<file path="src/rtl/bls_pkg.sv">
// constants and types of the backlight serial register slave
//
// Functional notes
// - strap high turns pins into serial bus
// - data pin bidirectional, clock pin is input
// - write-byte, read-byte, receive-byte formats supported
// - target only, never drives the clock
// - answer address 0101101 only, write byte 5A
// - five-bit brightness register, write and read
// - three-bit shutdown mode register, write and read
// - two-bit status register reports inverter state
// - three read-only eight-bit identification registers
// - early start or stop discards transfer data
// - registers update only at stop or restart
// - receive-byte uses last command, reset 80
package bls_pkg;

  // ----------------------------------------
  // bus addressing and commands
  // ----------------------------------------
  localparam logic [6:0] BLS_TARGET_ADDR = 7'h2D;
  localparam logic [7:0] BLS_CMD_POR = 8'h80;
  localparam int BLS_CMD_BRIGHT_BIT = 7;
  localparam logic [1:0] BLS_CMD_SHMD_SEL = 2'h1;
  localparam logic [1:0] BLS_ID_CHIP_SEL = 2'h0;
  localparam logic [1:0] BLS_ID_REV_SEL = 2'h1;
  localparam logic [1:0] BLS_ID_MFR_SEL = 2'h2;
  localparam logic [7:0] BLS_FILL_BYTE = 8'hFF;

  // ----------------------------------------
  // identification values (arbitrary)
  // ----------------------------------------
  localparam logic [7:0] BLS_CHIP_ID = 8'h3C;
  localparam logic [7:0] BLS_CHIP_REV = 8'h01;
  localparam logic [7:0] BLS_MFR_ID = 8'hA5;

  // ----------------------------------------
  // field layout and reset values
  // ----------------------------------------
  localparam int BLS_BRIGHT_LSB = 3;
  localparam int BLS_SHMD_LSB = 0;
  localparam logic [4:0] BLS_BRIGHT_POR = 5'h00;
  localparam logic [2:0] BLS_SHMD_POR = 3'h0;

  // ----------------------------------------
  // bit counting per byte
  // ----------------------------------------
  localparam logic [3:0] BLS_CNT_BYTE = 4'h8;
  localparam logic [3:0] BLS_CNT_ACK = 4'h9;

  // ----------------------------------------
  // types
  // ----------------------------------------
  typedef enum logic [2:0] {
    BLS_IDLE = 3'h0,
    BLS_ADDR = 3'h1,
    BLS_CMD = 3'h3,
    BLS_DATA = 3'h2,
    BLS_TX = 3'h6,
    BLS_WAIT = 3'h7
  } bls_state_e;

  typedef struct packed {
    logic scl;
    logic sda;
    logic mode;
    logic start;
    logic stop;
    logic rise;
    logic fall;
  } bls_bus_s;

endpackage

</file>
<file path="src/rtl/bls_regs.sv">
// serial register slave of the backlight controller
`timescale 1ns/1ns
module bls_regs (
  // clock and reset
  input wire logic clk,
  input wire logic nrst,
  // interface select strap
  input wire logic interface_select_pin,
  // serial pins
  input wire logic control_or_serial_clock_pin,
  input wire logic reference_or_serial_data_pin_i,
  output logic reference_or_serial_data_pin_o,
  output logic reference_or_serial_data_pin_oe,
  // inverter side
  input wire logic [1:0] inverter_fault_flags,
  output logic [4:0] lamp_level_bits,
  output logic [2:0] power_down_select_bits,
  output logic digital_mode
);
  import bls_pkg::*;

  logic [1:0] rst_pipe_reg;
  logic rst_n;
  bls_bus_s bus;
  bls_state_e state_reg;
  logic [3:0] cnt_reg;
  logic [7:0] shift_reg;
  logic [7:0] tx_reg;
  logic rw_reg;
  logic oe_reg;
  logic [7:0] cmd_hold_reg;
  logic [7:0] data_hold_reg;
  logic got_cmd_reg;
  logic got_data_reg;
  logic [7:0] ptr_reg;
  logic [4:0] bright_reg;
  logic [2:0] shmd_reg;
  logic [1:0] stat_s1_reg;
  logic [1:0] stat_s2_reg;
  logic boundary;
  logic commit;
  logic [7:0] rd_byte;

  // ----------------------------------------
  // reset release and pin sampling
  // ----------------------------------------
  always_ff @(posedge clk or negedge nrst) begin
    if (!nrst) begin
      rst_pipe_reg <= 2'h0;
    end else begin
      rst_pipe_reg <= {rst_pipe_reg[0], 1'b1};
    end
  end
  assign rst_n = rst_pipe_reg[1];

  bls_pin_sync u_sync (
    .clk(clk),
    .rst_n(rst_n),
    .scl_pin(control_or_serial_clock_pin),
    .sda_pin(reference_or_serial_data_pin_i),
    .mode_pin(interface_select_pin),
    .bus(bus)
  );

  always_ff @(posedge clk or negedge rst_n) begin
    if (!rst_n) begin
      stat_s1_reg <= 2'h0;
      stat_s2_reg <= 2'h0;
    end else begin
      stat_s1_reg <= inverter_fault_flags;
      stat_s2_reg <= stat_s1_reg;
    end
  end

  // ----------------------------------------
  // read data selection
  // ----------------------------------------
  function automatic logic [7:0] read_mux(input logic [7:0] cmd);
    logic [7:0] r;
    r = BLS_FILL_BYTE;
    if (cmd[BLS_CMD_BRIGHT_BIT]) begin
      r = {bright_reg, 1'b1, stat_s2_reg};
    end else if (cmd[7:6] == BLS_CMD_SHMD_SEL) begin
      r = {5'h00, shmd_reg};
    end else begin
      case (cmd[1:0])
        BLS_ID_CHIP_SEL: r = BLS_CHIP_ID;
        BLS_ID_REV_SEL: r = BLS_CHIP_REV;
        BLS_ID_MFR_SEL: r = BLS_MFR_ID;
        default: r = BLS_FILL_BYTE;
      endcase
    end
    return r;
  endfunction

  always_comb begin
    rd_byte = read_mux(ptr_reg);
  end

  assign boundary = bus.fall && (cnt_reg == BLS_CNT_ACK);
  assign commit = (bus.start || bus.stop) && got_cmd_reg && got_data_reg;

  // ----------------------------------------
  // transfer sequencing
  // ----------------------------------------
  always_ff @(posedge clk or negedge rst_n) begin
    if (!rst_n) begin
      state_reg <= BLS_IDLE;
      cnt_reg <= 4'h0;
      shift_reg <= 8'h00;
      tx_reg <= 8'hFF;
      rw_reg <= 1'b0;
      oe_reg <= 1'b0;
    end else if (!bus.mode) begin
      state_reg <= BLS_IDLE;
      oe_reg <= 1'b0;
    end else if (bus.start) begin
      state_reg <= BLS_ADDR;
      cnt_reg <= 4'h0;
      oe_reg <= 1'b0;
    end else if (bus.stop) begin
      state_reg <= BLS_IDLE;
      oe_reg <= 1'b0;
    end else if (bus.rise && state_reg != BLS_IDLE && state_reg != BLS_WAIT) begin
      cnt_reg <= cnt_reg + 4'h1;
      if (cnt_reg < BLS_CNT_BYTE) begin
        shift_reg <= {shift_reg[6:0], bus.sda};
      end else if (state_reg == BLS_TX && bus.sda) begin
        state_reg <= BLS_WAIT;
      end
    end else if (bus.fall) begin
      case (state_reg)
        BLS_ADDR: begin
          if (cnt_reg == BLS_CNT_BYTE) begin
            if (shift_reg[7:1] == BLS_TARGET_ADDR) begin
              oe_reg <= 1'b1;
              rw_reg <= shift_reg[0];
            end else begin
              state_reg <= BLS_WAIT;
            end
          end else if (boundary) begin
            cnt_reg <= 4'h0;
            if (rw_reg) begin
              state_reg <= BLS_TX;
              oe_reg <= ~rd_byte[7];
              tx_reg <= {rd_byte[6:0], 1'b1};
            end else begin
              state_reg <= BLS_CMD;
              oe_reg <= 1'b0;
            end
          end
        end
        BLS_CMD, BLS_DATA: begin
          if (cnt_reg == BLS_CNT_BYTE) begin
            oe_reg <= 1'b1;
          end else if (boundary) begin
            cnt_reg <= 4'h0;
            oe_reg <= 1'b0;
            state_reg <= (state_reg == BLS_CMD) ? BLS_DATA : BLS_WAIT;
          end
        end
        BLS_TX: begin
          if (cnt_reg == BLS_CNT_BYTE) begin
            oe_reg <= 1'b0;
          end else if (boundary) begin
            cnt_reg <= 4'h0;
            oe_reg <= ~BLS_FILL_BYTE[7];
            tx_reg <= {BLS_FILL_BYTE[6:0], 1'b1};
          end else begin
            oe_reg <= ~tx_reg[7];
            tx_reg <= {tx_reg[6:0], 1'b1};
          end
        end
        default: oe_reg <= 1'b0;
      endcase
    end
  end

  // ----------------------------------------
  // pending command and data bytes
  // ----------------------------------------
  always_ff @(posedge clk or negedge rst_n) begin
    if (!rst_n) begin
      cmd_hold_reg <= BLS_CMD_POR;
      data_hold_reg <= 8'h00;
      got_cmd_reg <= 1'b0;
      got_data_reg <= 1'b0;
    end else if (bus.start || bus.stop || !bus.mode) begin
      got_cmd_reg <= 1'b0;
      got_data_reg <= 1'b0;
    end else if (bus.fall && cnt_reg == BLS_CNT_BYTE && state_reg == BLS_CMD) begin
      cmd_hold_reg <= shift_reg;
      got_cmd_reg <= 1'b1;
    end else if (bus.fall && cnt_reg == BLS_CNT_BYTE && state_reg == BLS_DATA) begin
      data_hold_reg <= shift_reg;
      got_data_reg <= 1'b1;
    end
  end

  // ----------------------------------------
  // command pointer
  // ----------------------------------------
  always_ff @(posedge clk or negedge rst_n) begin
    if (!rst_n) begin
      ptr_reg <= BLS_CMD_POR;
    end else if (got_cmd_reg && (commit || bus.start)) begin
      ptr_reg <= cmd_hold_reg;
    end
  end

  // ----------------------------------------
  // functional registers
  // ----------------------------------------
  always_ff @(posedge clk or negedge rst_n) begin
    if (!rst_n) begin
      bright_reg <= BLS_BRIGHT_POR;
      shmd_reg <= BLS_SHMD_POR;
    end else if (commit) begin
      if (cmd_hold_reg[BLS_CMD_BRIGHT_BIT]) begin
        bright_reg <= data_hold_reg[BLS_BRIGHT_LSB +: 5];
      end else if (cmd_hold_reg[7:6] == BLS_CMD_SHMD_SEL) begin
        shmd_reg <= data_hold_reg[BLS_SHMD_LSB +: 3];
      end
    end
  end

  assign reference_or_serial_data_pin_o = 1'b0;
  assign reference_or_serial_data_pin_oe = oe_reg;
  assign lamp_level_bits = bright_reg;
  assign power_down_select_bits = shmd_reg;
  assign digital_mode = bus.mode;
endmodule

</file>
<file path="src/rtl/bls_pin_sync.sv">
// pin synchroniser and bus condition detector
`timescale 1ns/1ns
module bls_pin_sync (
  // clock and reset
  input wire logic clk,
  input wire logic rst_n,
  // pins
  input wire logic scl_pin,
  input wire logic sda_pin,
  input wire logic mode_pin,
  // synchronised view
  output bls_pkg::bls_bus_s bus
);
  import bls_pkg::*;

  logic [2:0] stage1_reg;
  logic [2:0] stage2_reg;
  logic [2:0] prev_reg;

  // ----------------------------------------
  // two-flop synchroniser plus history
  // ----------------------------------------
  always_ff @(posedge clk or negedge rst_n) begin
    if (!rst_n) begin
      stage1_reg <= 3'h7;
      stage2_reg <= 3'h7;
      prev_reg <= 3'h7;
    end else begin
      stage1_reg <= {mode_pin, sda_pin, scl_pin};
      stage2_reg <= stage1_reg;
      prev_reg <= stage2_reg;
    end
  end

  // ----------------------------------------
  // start, stop and clock edges
  // ----------------------------------------
  always_comb begin
    bus.scl = stage2_reg[0];
    bus.sda = stage2_reg[1];
    bus.mode = stage2_reg[2];
    bus.start = prev_reg[0] & stage2_reg[0] & prev_reg[1] & ~stage2_reg[1];
    bus.stop = prev_reg[0] & stage2_reg[0] & ~prev_reg[1] & stage2_reg[1];
    bus.rise = ~prev_reg[0] & stage2_reg[0];
    bus.fall = prev_reg[0] & ~stage2_reg[0];
  end

endmodule

</file>
<file path="config.mk">
export PLATFORM = sky130hd
export DESIGN_NAME = bls_regs
export DESIGN_NICKNAME = d
export VERILOG_FILES = /design/src/rtl/bls_pkg.sv /design/src/rtl/bls_regs.sv /design/src/rtl/bls_pin_sync.sv
export SDC_FILE = /design/constraint.sdc
export NUM_CORES = 1
export LEC_CHECK = 0
export BUFFER_PORTS_ARGS = -buffer_cell sky130_fd_sc_hd__buf_2
export CORE_UTILIZATION = 40
export CTS_CLUSTER_DIAMETER = 120
export DETAILED_ROUTE_END_ITERATION = 12
export SLEW_MARGIN = 20
export SYNTH_ARGS = -nofsm -noshare
export SYNTH_HDL_FRONTEND = slang
export SYNTH_SLANG_ARGS = --single-unit
</file>
<file path="constraint.sdc">
create_clock -name clk -period 2.1 [get_ports clk]
set_clock_uncertainty 0.15 [all_clocks]
set_input_delay 0.42 -clock clk [delete_from_list [all_inputs] [get_ports clk]]
set_output_delay 0.42 -clock clk [all_outputs]
set_load 0.01 [all_outputs]
</file>
# After elaboration in Yosys (flattened, before gate mapping)
# Cells that the tools add are included.
# classes
add_sub_neg	1
order_cmp	1
n_eq_ne	32
n_mux	50
bitwise_logic	19
n_reduce_logical	35
# op_table
op	n
two-way mux 8 bit	7
two-way mux 3 bit	14
inequality test 6 bit, second input constant	6
two-way mux 4 bit	7
case mux 8 bit (3 select lines)	1
two-way mux 1 bit	18
case mux 8 bit (2 select lines)	1
AND reduction 8 bit	2
inequality test 5 bit, second input constant	3
inequality test 7 bit, second input constant	2
inverter 1 bit	12
nonzero test 3 bit	4
logical AND 1 bit	10
inequality test 2 bit, second input constant	5
AND reduction 10 bit	1
AND reduction 5 bit	2
== test 4 bit, second input constant	2
inequality test 4 bit, second input constant	2
bitwise AND 1 bit	7
== test 7 x 6 -> 1 bit, second input constant	1
== test 2 x 1 -> 1 bit, second input constant	3
== test 3 x 2 -> 1 bit, second input constant	2
inequality test 3 bit, second input constant	2
case mux 3 bit (2 select lines)	1
other kinds (16)	23
# totals
ff_bits	73
input_bits	7
elab_cells	157

# Depth between registers and ports, before layout
# Gate-level depths: netlist of the first run.
# logic_depth
depth_word	14
ltp_mapped	7
ltp_nobuf	7

# Modules after synthesis
# A second synthesis of the first run with hierarchy kept.
# hier_totals
hier_cells	261
hier_area_um2	3149.3
# by_module_without_submodules
module	instances	cells_per_inst	area_per_inst_um2	seq_area_each_um2
bls_regs	1	249	2904.0	1412.6
bls_pin_sync	1	12	245.2	210.2

# Worst setup path before layout of the first run
# Ideal clock, no wire load.
# synth_path
path_type	register -> register
startpoint	register cnt_reg[1]
endpoint	register tx_reg[1]
setup_ns	0.082
arrival_time_ns	1.841
t_required_ns	1.868
setup_slack_ns	0.027
path_stages_with_launch	7
path_buffers	0
cell_sequence	dfrtp_1 > inv_1 > ha_1 > and3b_2 > nand3_2 > a2111oi_4 > mux2_2
# synth_via
elab_chain_len	5
elab_cells_between_ends	10
# synth_rtl
item	line	source
start, declared	bls_regs.sv:26	logic [3:0] cnt_reg;
start signal, assigned	bls_regs.sv:125	cnt_reg <= cnt_reg + 4'h1;
== test 4 bit	bls_regs.sv:100	assign boundary = bus.fall && (cnt_reg == BLS_CNT_ACK);
logical AND 1 bit	bls_regs.sv:100	
two-way mux 8 bit	bls_regs.sv:165	end else if (boundary) begin
two-way mux 8 bit	bls_regs.sv:163	if (cnt_reg == BLS_CNT_BYTE) begin
case mux 8 bit (2 select lines)	bls_regs.sv:132	case (state_reg)
end signal, assigned	bls_regs.sv:146	tx_reg <= {rd_byte[6:0], 1'b1};
end signal, assigned	bls_regs.sv:168	tx_reg <= {BLS_FILL_BYTE[6:0], 1'b1};
end signal, assigned	bls_regs.sv:171	tx_reg <= {tx_reg[6:0], 1'b1};
end, declared	bls_regs.sv:28	logic [7:0] tx_reg;
# Several ways; a longest one is shown, not always the timed one. The select of a mux whose other input is x is not followed.
# A chain may end at the register's enable or synchronous reset.

# Worst setup path in the final report of the first run
# layout_path
startpoint	register u_sync.stage2_reg[0]
endpoint	register state_reg[1]
# layout_via
elab_chain_len	7
elab_cells_between_ends	24
# layout_rtl
item	line	source
start, declared	bls_pin_sync.sv:17	logic [2:0] stage2_reg;
start signal, assigned	bls_pin_sync.sv:30	stage2_reg <= stage1_reg;
branches (longest 7 deep; another with AND reduction 8 bit)	n/a	
end signal, assigned	bls_regs.sv:159	state_reg <= (state_reg == BLS_CMD) ? BLS_DATA : BLS_WAIT;
end, declared	bls_regs.sv:25	bls_state_e state_reg;
# Several ways; the timed one is not identified.

==> results.sh, run 1 <==
export IMPL_power_density_mw_per_mm2=934
export IMPL_async_flop_share=1.00
export IMPL_synth_top_area_cell="dfrtp_1"
export IMPL_root_buffer="clkbuf_8"
export IMPL_nets=317
export IMPL_status="complete, but fails checks"
export IMPL_cp_max_fo=6
export IMPL_clk_latency_ns=0.34
export IMPL_syn2layout_area_growth_pct=22.9
export IMPL_cts_sinks=64
export IMPL_crit_arrival_ns=2.20
export IMPL_initial_core_util=0.418
export IMPL_core_area_mm2=0.00729
export IMPL_rows=31
export IMPL_ant_nets=0
export IMPL_endpoint_kind="register"
export IMPL_synth_cells=249
export IMPL_clock_fmax_mhz=470
export IMPL_grt_max_degree=50
export IMPL_ys_types=54
export IMPL_port_buffers=16
export IMPL_die_h_um=89.3
export IMPL_final_cell_mix="dfrtp_1 (45), mux2_2 (42), buf_4 (30), nand2_1 (18), dfstp_2 (17)"
export IMPL_h_tree_depth=3
export IMPL_drt_first_iter_violations=110
export IMPL_cts_tree="done"
export IMPL_rsz0062_at_grt="yes"
export IMPL_dp_final_hpwl_um=4460
export IMPL_yosys_warnings=0
export IMPL_ys_top_cells_by_area="dfrtp_1 (39%), mux2_2 (16%), dfstp_2 (15%)"
export IMPL_ioPinCount=18
export IMPL_numCtsBuffers=9
export IMPL_grt_pass1_vias=2030
export IMPL_finalCritPeriodShare=1.01
export IMPL_synth_flop_cell="dfrtp_1"
export IMPL_grt_first_pass_wirelength_um=10300
export IMPL_maxSlewViolCount=0
export IMPL_setup_viol=3
export IMPL_gr_total_overflow=0
export IMPL_cellLeakagePower_nw=1.70
export IMPL_violations="negative setup slack"
export IMPL_die_area_mm2=0.00797
export IMPL_fin_crit_ns=2.13
export IMPL_gr_usage_all_layers=0.177
export IMPL_synth_area_mm2=0.00305
export IMPL_synth_seq_area_share=0.533
export IMPL_vias=2066
export IMPL_maxCapViolCount=0
export IMPL_hold_viol=0
export IMPL_vias_per_cell=5.08
export IMPL_synth_edf_count=0
export IMPL_required_ns=2.17
export IMPL_drt_pass1_iterations=4
export IMPL_antenna_found_initial=0
export IMPL_cp_start_kind="register"
export IMPL_multiInputGateArea_mm2=0.00139
export IMPL_clockBufferDepth=2
export IMPL_synth_area_per_cell_um2=12.2
export IMPL_synth_top_area_frac=0.386
export IMPL_fill_cells=680
export IMPL_drt_wl_total_um=6190
export IMPL_hp_class="register to async pin"
export IMPL_hold_slack_ns=0.0147
export IMPL_stdcell_area_mm2=0.00374
export IMPL_drive_gt1_frac=0.481
export IMPL_ys_ff_latch=64
export IMPL_dpl_cell_area_mm2=0.00344
export IMPL_critPathKind="register to register"
export IMPL_place_worst_setup_slack_ns=-0.00348
export IMPL_ir_drop_v=0.000390
export IMPL_remaining_drc_errors=0
export IMPL_syn_nets=263
export IMPL_clk_pin_slew_worst_paths_ns=0.08
export IMPL_routabilityCongestion=0.855
export IMPL_final_common_cell="dfrtp_1"
export IMPL_antennaDiodeCount=0
export IMPL_ff_latch_area_mm2=0.00163
export IMPL_worst_slack_ns=-0.0287
export IMPL_post_drt_wl_per_cell_um=15.2
export IMPL_fp_dieW_um=89.3
-- worst paths after layout --
| check | from | to | slack (ns) | cells past startpoint |
|---|---|---|---|---|
| setup / recovery | u_sync.stage2_reg[0] | state_reg[1] | -0.03 | 5 |
| hold / removal | rst_pipe_reg[1] | cnt_reg[1] | 0.01 | 0 |
| setup reg to reg | u_sync.stage2_reg[0] | state_reg[1] | -0.03 | 5 |
| hold reg to reg | rst_pipe_reg[1] | cnt_reg[1] | 0.01 | 0 |
| max in group asynchronous | rst_pipe_reg[1] | tx_reg[7] | 1.16 | 1 |
| min in group clk | control_or_serial_clock_pin | u_sync.stage1_reg[0] | 0.03 | 1 |
-- cells in the mapped netlist, types with 2 or more instances --
library cell,number
a2111oi_4,2
a21oi_1,8
a31oi_1,2
and3b_1,4
and4bb_2,2
buf_2,4
buf_4,2
conb_1,2
dfrtp_1,47
dfstp_2,17
ha_1,7
inv_1,9
mux2_2,42
mux2i_1,4
nand2_1,18
nand2b_1,7
nand3_1,3
nand4_1,2
nand4b_1,2
nor2_1,14
nor3_1,7
o21ai_0,8
o22ai_1,2
o32a_1,2
o41ai_1,2
xor2_1,2
-- power breakdown --
| part | internal, W | leakage [nW] | total, W | switching [W] |
|---|---|---|---|---|
| sequential | 0.00143 | 0.803 | 0.00160 | 0.000169 |
| combinational | 0.000460 | 0.805 | 0.000856 | 0.000396 |
| clock | 0.000547 | 0.0916 | 0.00104 | 0.000495 |
| total | 0.00243 | 1.70 | 0.00350 | 0.00106 |
-- worst max-delay path: stages, from the launching register on --
cell	delay, ns
dfstp_2	0.58
and2b_2	0.29
a2111oi_4	0.38
a31oi_1	0.10
o32a_1	0.23
mux2_2	0.28
-- timing repair --
action / 4_1_cts / 5_1_grt
hold buffers: 2 / 0
setup buffers: 0 / 5
endpoints found under the hold margin: 3 / 0
pin swaps: 0 / 4
endpoints found under the setup margin: 3 / 28
gates resized for setup: 3 / 11
-- area by class of cell --
class	instances	area share
Inverter	9	0.00902
Clock inverter	7	0.0191
Clock buffer	9	0.0331
Timing Repair Buffer	51	0.101
Tap cell	99	0.0331
Multi-Input combinational cell	168	0.371
Sequential cell	64	0.434
-- layer usage --
metal,vias to the layer above,global-route usage,part of all wire
li1,1005,-,-
met1,1021,0.251,0.48
met5,-,0,0
met3,7,0.0416,0.036
met2,33,0.262,0.47
met4,0,0.0707,0.015
-- stage by stage --
step / std cells / setup TNS, ns / power, W / utilization
after floorplan: 249 / 0 / 0.00209 / -
after global placement: 384 / 0 / 0.00237 / 0.472
after detailed placement: 384 / -0.0101 / 0.00239 / 0.472
after CTS: 402 / -0.00106 / 0.00347 / 0.503
after global routing: 407 / -0.710 / 0.00370 / 0.513
final: 407 / -0.0732 / 0.00350 / 0.513
-- cells by family after synthesis --
group,synth area share
other,0.00247
adder cells (fa/ha/maj),0.0288
XOR/XNOR,0.00575
AO/OA/AOI/OAI,0.0949
AND/OR/NAND/NOR,0.142
flip-flops,0.533
multiplexers,0.168
buffers and inverters,0.0251
No activity file was read; power rests on OpenSTA's default activity.
==> run 2, diff against run 1 <==
Settings changed: ABC_AREA set to 1, HOLD_SLACK_MARGIN set to 0.15, TNS_END_PERCENT set to 10.
==> run 2 against run 1 <==
The run now ends clean. Global-route usage fell by 0.58 points. Final cell count is 19% higher. Sequential power about the same. Sequential share of layout area rose by 1.8 points. Clock-buffer cell count increased by 2. Critical path depth is 2 higher. Combinational power fell by 19%. Fmax is 13% higher. Area after synthesis up 4.3%. Worst setup slack better by 0.24 ns. Non-clock buffer count down 27. Largest cell class unchanged.
==> results.sh, run 2 <==
export IMPL_endpoint_kind="register"
export IMPL_numCtsBuffers=9
export IMPL_grt_max_degree=63
export IMPL_gr_total_overflow=0
export IMPL_maxSlewViolCount=0
export IMPL_grt_first_pass_wirelength_um=11000
export IMPL_final_cell_mix="nand2_1 (95), dfrtp_1 (46), inv_1 (38), o21ai_0 (29), o21ai_2 (22)"
export IMPL_core_area_mm2=0.00769
export IMPL_cts_resized_gates=0
export IMPL_yosys_warnings=0
export IMPL_critPathKind="register to register"
export IMPL_async_flop_share=1.00
export IMPL_root_buffer="clkbuf_8"
export IMPL_synth_area_mm2=0.00318
export IMPL_sw_frac_of_total=0.339
export IMPL_cts_sinks=64
export IMPL_synth_flop_cell="dfrtp_1"
export IMPL_vias=2308
export IMPL_crit_arrival_ns=1.96
export IMPL_hold_slack_ns=0.198
export IMPL_cp_max_fo=17
export IMPL_fill_cells=784
export IMPL_finalCritPeriodShare=0.897
export IMPL_rows=32
export IMPL_synth_top_area_frac=0.370
export IMPL_fp_dieW_um=91.1
export IMPL_combPwrFrac=0.216
export IMPL_synth_area_per_cell_um2=9.05
export IMPL_port_buffers=16
export IMPL_ir_drop_v=0.000431
export IMPL_synthTopCellsByCount="nand2_1 (95), dfrtp_1 (47), inv_1 (38)"
export IMPL_remaining_drc_errors=0
export IMPL_fin_crit_ns=1.88
export IMPL_rsz0062_at_grt="no"
export IMPL_seqPwrFrac=0.490
export IMPL_synth_edf_count=0
export IMPL_maxCapViolCount=0
export IMPL_tns_ns=0
export IMPL_drt_wl_total_um=6220
export IMPL_yosysMostFrequentCell="nand2_1"
export IMPL_syn_nets=365
export IMPL_power_internal_w=0.00213
export IMPL_cellLeakagePower_nw=1.67
export IMPL_ys_types=33
export IMPL_hold_viol=0
export IMPL_pwr_share_clk=0.294
export IMPL_status="finished clean"
export IMPL_grt_pass1_vias=2258
export IMPL_syn2layout_area_growth_pct=13.0
export IMPL_ys_top_cells_by_area="dfrtp_1 (37%), dfstp_2 (14%), nand2_1 (11%)"
export IMPL_vias_per_cell=4.75
export IMPL_synth_seq_area_share=0.511
export IMPL_clk_pin_slew_worst_paths_ns=0.07
export IMPL_h_tree_depth=3
export IMPL_switchingPower_w=0.00109
export IMPL_initial_core_util=0.413
export IMPL_clockBufferDepth=2
export IMPL_gr_usage_all_layers=0.171
export IMPL_drt_first_iter_violations=152
export IMPL_hp_class="register to register"
export IMPL_reg2reg_depth=7
export IMPL_cts_setup_buffers=0
export IMPL_post_drt_wl_per_cell_um=12.8
export IMPL_clock_fmax_mhz=531
export IMPL_die_h_um=91.1
export IMPL_setup_viol=0
export IMPL_ys_ff_latch=64
export IMPL_antenna_found_initial=0
export IMPL_required_ns=2.18
export IMPL_antennaDiodeCount=0
export IMPL_dp_final_hpwl_um=4490
export IMPL_die_area_mm2=0.00830
export IMPL_cts_tree="done"
export IMPL_ioPinCount=18
export IMPL_ant_nets=0
export IMPL_power_density_mw_per_mm2=898
export IMPL_cp_start_kind="register"
export IMPL_synth_top_area_cell="dfrtp_1"
export IMPL_synth_cells=351
export IMPL_nets=393
export IMPL_drt_pass1_iterations=4
export IMPL_clk_latency_ns=0.35
export IMPL_drive_gt1_frac=0.271
export IMPL_hold_path_depth=0
export IMPL_routabilityCongestion=0.826
export IMPL_final_common_cell="nand2_1"
-- run 2: area by class of cell --
class | instances | area [um^2] | area share
clock buffer | 11 | 141 | 0.0394
tap | 102 | 128 | 0.0356
sequential | 64 | 1620 | 0.453
multi-input combinational | 235 | 1320 | 0.369
clock inverter | 5 | 33.8 | 0.00941
inverter | 45 | 169 | 0.0471
timing repair buffer | 24 | 170 | 0.0474
-- run 2: routing by layer --
layer / GRT usage / vias up / routed length, um
met5: 0 / - / 0
met4: 0.0992 / 0 / 163
met3: 0.0343 / 14 / 162
met2: 0.247 / 26 / 2740
met1: 0.239 / 1096 / 3150
li1: - / 1172 / -
-- run 2: kinds of logic (layout without fill, tap and decap cells) --
kind of cell / after synthesis / after routing / share of synthesized area
other cells: 2 / 2 / 0.00236
compound gates: 62 / 62 / 0.129
simple gates: 162 / 162 / 0.252
fa+ha+maj: 7 / 7 / 0.0276
xor+xnor: 2 / 2 / 0.00552
buf+inv: 52 / 85 / 0.0725
flops: 64 / 64 / 0.511
-- run 2: final timing paths --
kind | from | end | slack (ns)
setup / recovery | u_sync.stage2_reg[2] | data_hold_reg[4] | 0.22
hold / removal | stat_s1_reg[1] | stat_s2_reg[1] | 0.20
setup reg to reg | u_sync.stage2_reg[2] | data_hold_reg[4] | 0.22
hold reg to reg | stat_s1_reg[1] | stat_s2_reg[1] | 0.20
max in group asynchronous | rst_pipe_reg[1] | u_sync.prev_reg[0] | 0.78
min in group asynchronous | nrst | rst_pipe_reg[1] | 0.22
-- run 2: repair_timing --
action / 4_1_cts / 5_1_grt
endpoints found under the setup margin: 0 / 0
hold endpoints to repair: 14 / 0
hold buffers: 7 / 0
-- run 2: through the flow --
stage	utilization	area (um^2)	power (W)	instances	setup slack, ns
2_1_floorplan	-	3180	0.00215	351	0.0657
3_3_place_gp	0.435	3340	0.00227	463	0.207
3_5_place_dp	0.435	3340	0.00229	463	0.197
4_1_cts	0.467	3590	0.00326	486	0.190
5_1_grt	0.467	3590	0.00343	486	0.0635
6_report	0.467	3590	0.00322	486	0.216
-- run 2: critical path: stages, from the launching register on --
cell	delay, ns
dfstp_2	0.62
inv_2	0.10
nor2_4	0.16
nand2_2	0.13
inv_2	0.12
nand4_4	0.27
nand2_1	0.17
o21ai_2	0.06
-- run 2: power groups by stage --
stage / clock network (W) / registers (W) / logic [W]
CTS: 0.000974 / 0.00158 / 0.000706
detailed placement: 0 / 0.00160 / 0.000693
floorplan: 0 / 0.00156 / 0.000583
global route: 0.00103 / 0.00161 / 0.000800
finish: 0.000946 / 0.00158 / 0.000696
global placement: 0 / 0.00159 / 0.000681
==> run 3, diff against run 2 <==
--- a/config.mk
+++ b/config.mk
@@ -13,2 +13,3 @@
 export HOLD_SLACK_MARGIN = 0.15
+export PLACE_DENSITY = 0.66
 export SLEW_MARGIN = 20
--- a/constraint.sdc
+++ b/constraint.sdc
@@ -4,2 +4,2 @@
 set_output_delay 0.42 -clock clk [all_outputs]
-set_load 0.01 [all_outputs]
+set_load 0.05 [all_outputs]
==> run 3 against run 2 <==
Sequential share of layout area about the same. Via count down 0.56%. Non-clock buffer count unchanged. First-iteration DRC count up 3.3%. Core utilization about the same. Combinational power up 1%. Sequential cell count unchanged. Final cell count unchanged. Critical path type unchanged. Register-to-register slack better by 0.04 ns. Global-route usage down 0.50 points. Critical path depth unchanged. Clock power up 1%.
==> results.sh, run 3 (synthesis gave the netlist of run 2 again) <==
export IMPL_dp_final_hpwl_um=4370
export IMPL_nets=393
export IMPL_clockBufferDepth=2
export IMPL_core_area_mm2=0.00769
export IMPL_sw_frac_of_total=0.334
export IMPL_combPwrFrac=0.217
export IMPL_drt_first_iter_violations=157
export IMPL_cts_resized_gates=0
export IMPL_finalNonFillerCells=486
export IMPL_crit_arrival_ns=1.91
export IMPL_critPathKind="register to register"
export IMPL_crit_path_cell_trace="inv_2, nor2_4, nand2_2, inv_2, nand4_4, nand2_1, o21ai_2"
export IMPL_cp_slowest_cell="dfstp_2"
export IMPL_numCtsBuffers=9
export IMPL_post_drt_wl_per_cell_um=12.6
export IMPL_setup_viol=0
export IMPL_gr_total_overflow=0
export IMPL_final_common_cell="nand2_1"
export IMPL_pwr_share_clk=0.296
export IMPL_fill_cells=752
export IMPL_clock_fmax_mhz=542
export IMPL_rsz0062_at_grt="no"
export IMPL_dpl_cell_area_mm2=0.00334
export IMPL_fin_util=0.467
export IMPL_tns_ns=0
export IMPL_clk_latency_ns=0.34
export IMPL_dp_cells=463
export IMPL_reg2reg_depth=7
export IMPL_crit_path_frequent_cell="inv_2"
export IMPL_status="finished clean"
export IMPL_ioPinCount=18
export IMPL_hold_path_depth=0
export IMPL_grt_max_degree=63
export IMPL_h_tree_depth=3
export IMPL_antennaDiodeCount=0
export IMPL_vias=2295
export IMPL_maxCapViolCount=0
export IMPL_cp_start_kind="register"
export IMPL_cts_sinks=64
export IMPL_fp_dieW_um=91.1
export IMPL_grt_first_pass_wirelength_um=10800
export IMPL_cellLeakagePower_nw=1.67
export IMPL_ant_nets=0
export IMPL_endpoint_kind="register"
export IMPL_hold_viol=0
export IMPL_finalCritPeriodShare=0.878
export IMPL_fin_crit_ns=1.84
export IMPL_multiInputGateArea_mm2=0.00132
export IMPL_remaining_drc_errors=0
export IMPL_p_total_w=0.00324
export IMPL_crit_path_max_incr_delay_ns=0.62
export IMPL_ff_latch_area_mm2=0.00162
export IMPL_die_area_mm2=0.00830
export IMPL_stdcell_area_mm2=0.00359
export IMPL_required_ns=2.16
export IMPL_final_cell_mix="nand2_1 (95), dfrtp_1 (46), inv_1 (38), o21ai_0 (29), o21ai_2 (22)"
export IMPL_root_buffer="clkbuf_8"
export IMPL_vias_per_cell=4.72
export IMPL_routabilityCongestion=0.896
export IMPL_drt_wl_total_um=6130
export IMPL_gr_usage_all_layers=0.166
export IMPL_port_buffers=16
export IMPL_power_density_mw_per_mm2=903
export IMPL_ir_drop_v=0.000467
export IMPL_cts_tree="done"
export IMPL_syn2layout_area_growth_pct=13.0
export IMPL_seqPwrFrac=0.487
export IMPL_hp_class="register to register"
export IMPL_initial_core_util=0.413
export IMPL_drt_pass1_iterations=6
export IMPL_maxSlewViolCount=0
export IMPL_switchingPower_w=0.00108
export IMPL_power_internal_w=0.00216
export IMPL_clk_pin_slew_worst_paths_ns=0.08
export IMPL_drive_gt1_frac=0.268
export IMPL_grt_pass1_vias=2246
export IMPL_cp_max_fo=17
export IMPL_antenna_found_initial=0
export IMPL_rows=32
export IMPL_die_h_um=91.1
==> run 3: cell types whose count changed in the layout (fill, tap and decap cells not counted) <==
cell / previous run / this run
clkbuf_1: 1 / 2
clkbuf_8: 10 / 11
clkinv_4: 1 / 0
clkinvlp_4: 2 / 1
==> run 3: path summary, 6_finish.rpt <==
kind / start / end / slack [ns]
worst min register to register: u_sync.stage1_reg[0] / u_sync.stage2_reg[0] / 0.20
worst min-delay path: u_sync.stage1_reg[0] / u_sync.stage2_reg[0] / 0.20
max in group asynchronous: rst_pipe_reg[1] / tx_reg[7] / 0.77
worst max-delay path: u_sync.stage2_reg[2] / data_hold_reg[7] / 0.26
worst max register to register: u_sync.stage2_reg[2] / data_hold_reg[7] / 0.26
min in group asynchronous: nrst / rst_pipe_reg[1] / 0.25
==> run 3: final cells by class <==
class / count / area share
flip-flops and latches: 64 / 0.452
clock buffers: 13 / 0.0443
repair buffers: 24 / 0.0474
clock inverters: 3 / 0.00488
multi-input cells: 235 / 0.368
well taps: 102 / 0.0356
inverters: 45 / 0.0471
==> run 3: through the flow <==
step                      setup slack (ns)  hold WS [ns]
after floorplan                     0.0657       -0.0256
after global placement               0.281        0.0545
after detailed placement             0.255        0.0625
after CTS                            0.249         0.206
after global routing                0.0778         0.209
final                                0.256         0.200
==> run 3: timing repair <==
action	in CTS	in global routing
hold buffers	7	0
setup buffers	0	0
endpoints found under the hold margin	33	0
==> run 3: critical path: cells and delay by family (launching register included) <==
family                 cells  cell delay, ns
AOI/OAI and AO/OA          1            0.06
DFF                        1            0.62
and+or+nand+nor            4            0.68
buffers and inverters      2            0.21
==> run 3: routing by layer <==
| metal | global-route usage | part of all wire | vias to the layer above |
|---|---|---|---|
| met3 | 0.0302 | 0.027 | 5 |
| met5 | 0 | 0 | - |
| li1 | - | - | 1179 |
| met1 | 0.230 | 0.49 | 1071 |
| met4 | 0.0754 | 0.0078 | 0 |
| met2 | 0.254 | 0.47 | 40 |
==> run 3: power groups by stage <==
| stage | registers, W | logic (W) | clock network (W) |
|---|---|---|---|
| 6_report | 0.00158 | 0.000704 | 0.000959 |
| 5_1_grt | 0.00160 | 0.000793 | 0.00105 |
| 4_1_cts | 0.00158 | 0.000707 | 0.000982 |
| 3_5_place_dp | 0.00160 | 0.000694 | 0 |
| 3_3_place_gp | 0.00159 | 0.000678 | 0 |
| 2_1_floorplan | 0.00157 | 0.000586 | 0 |
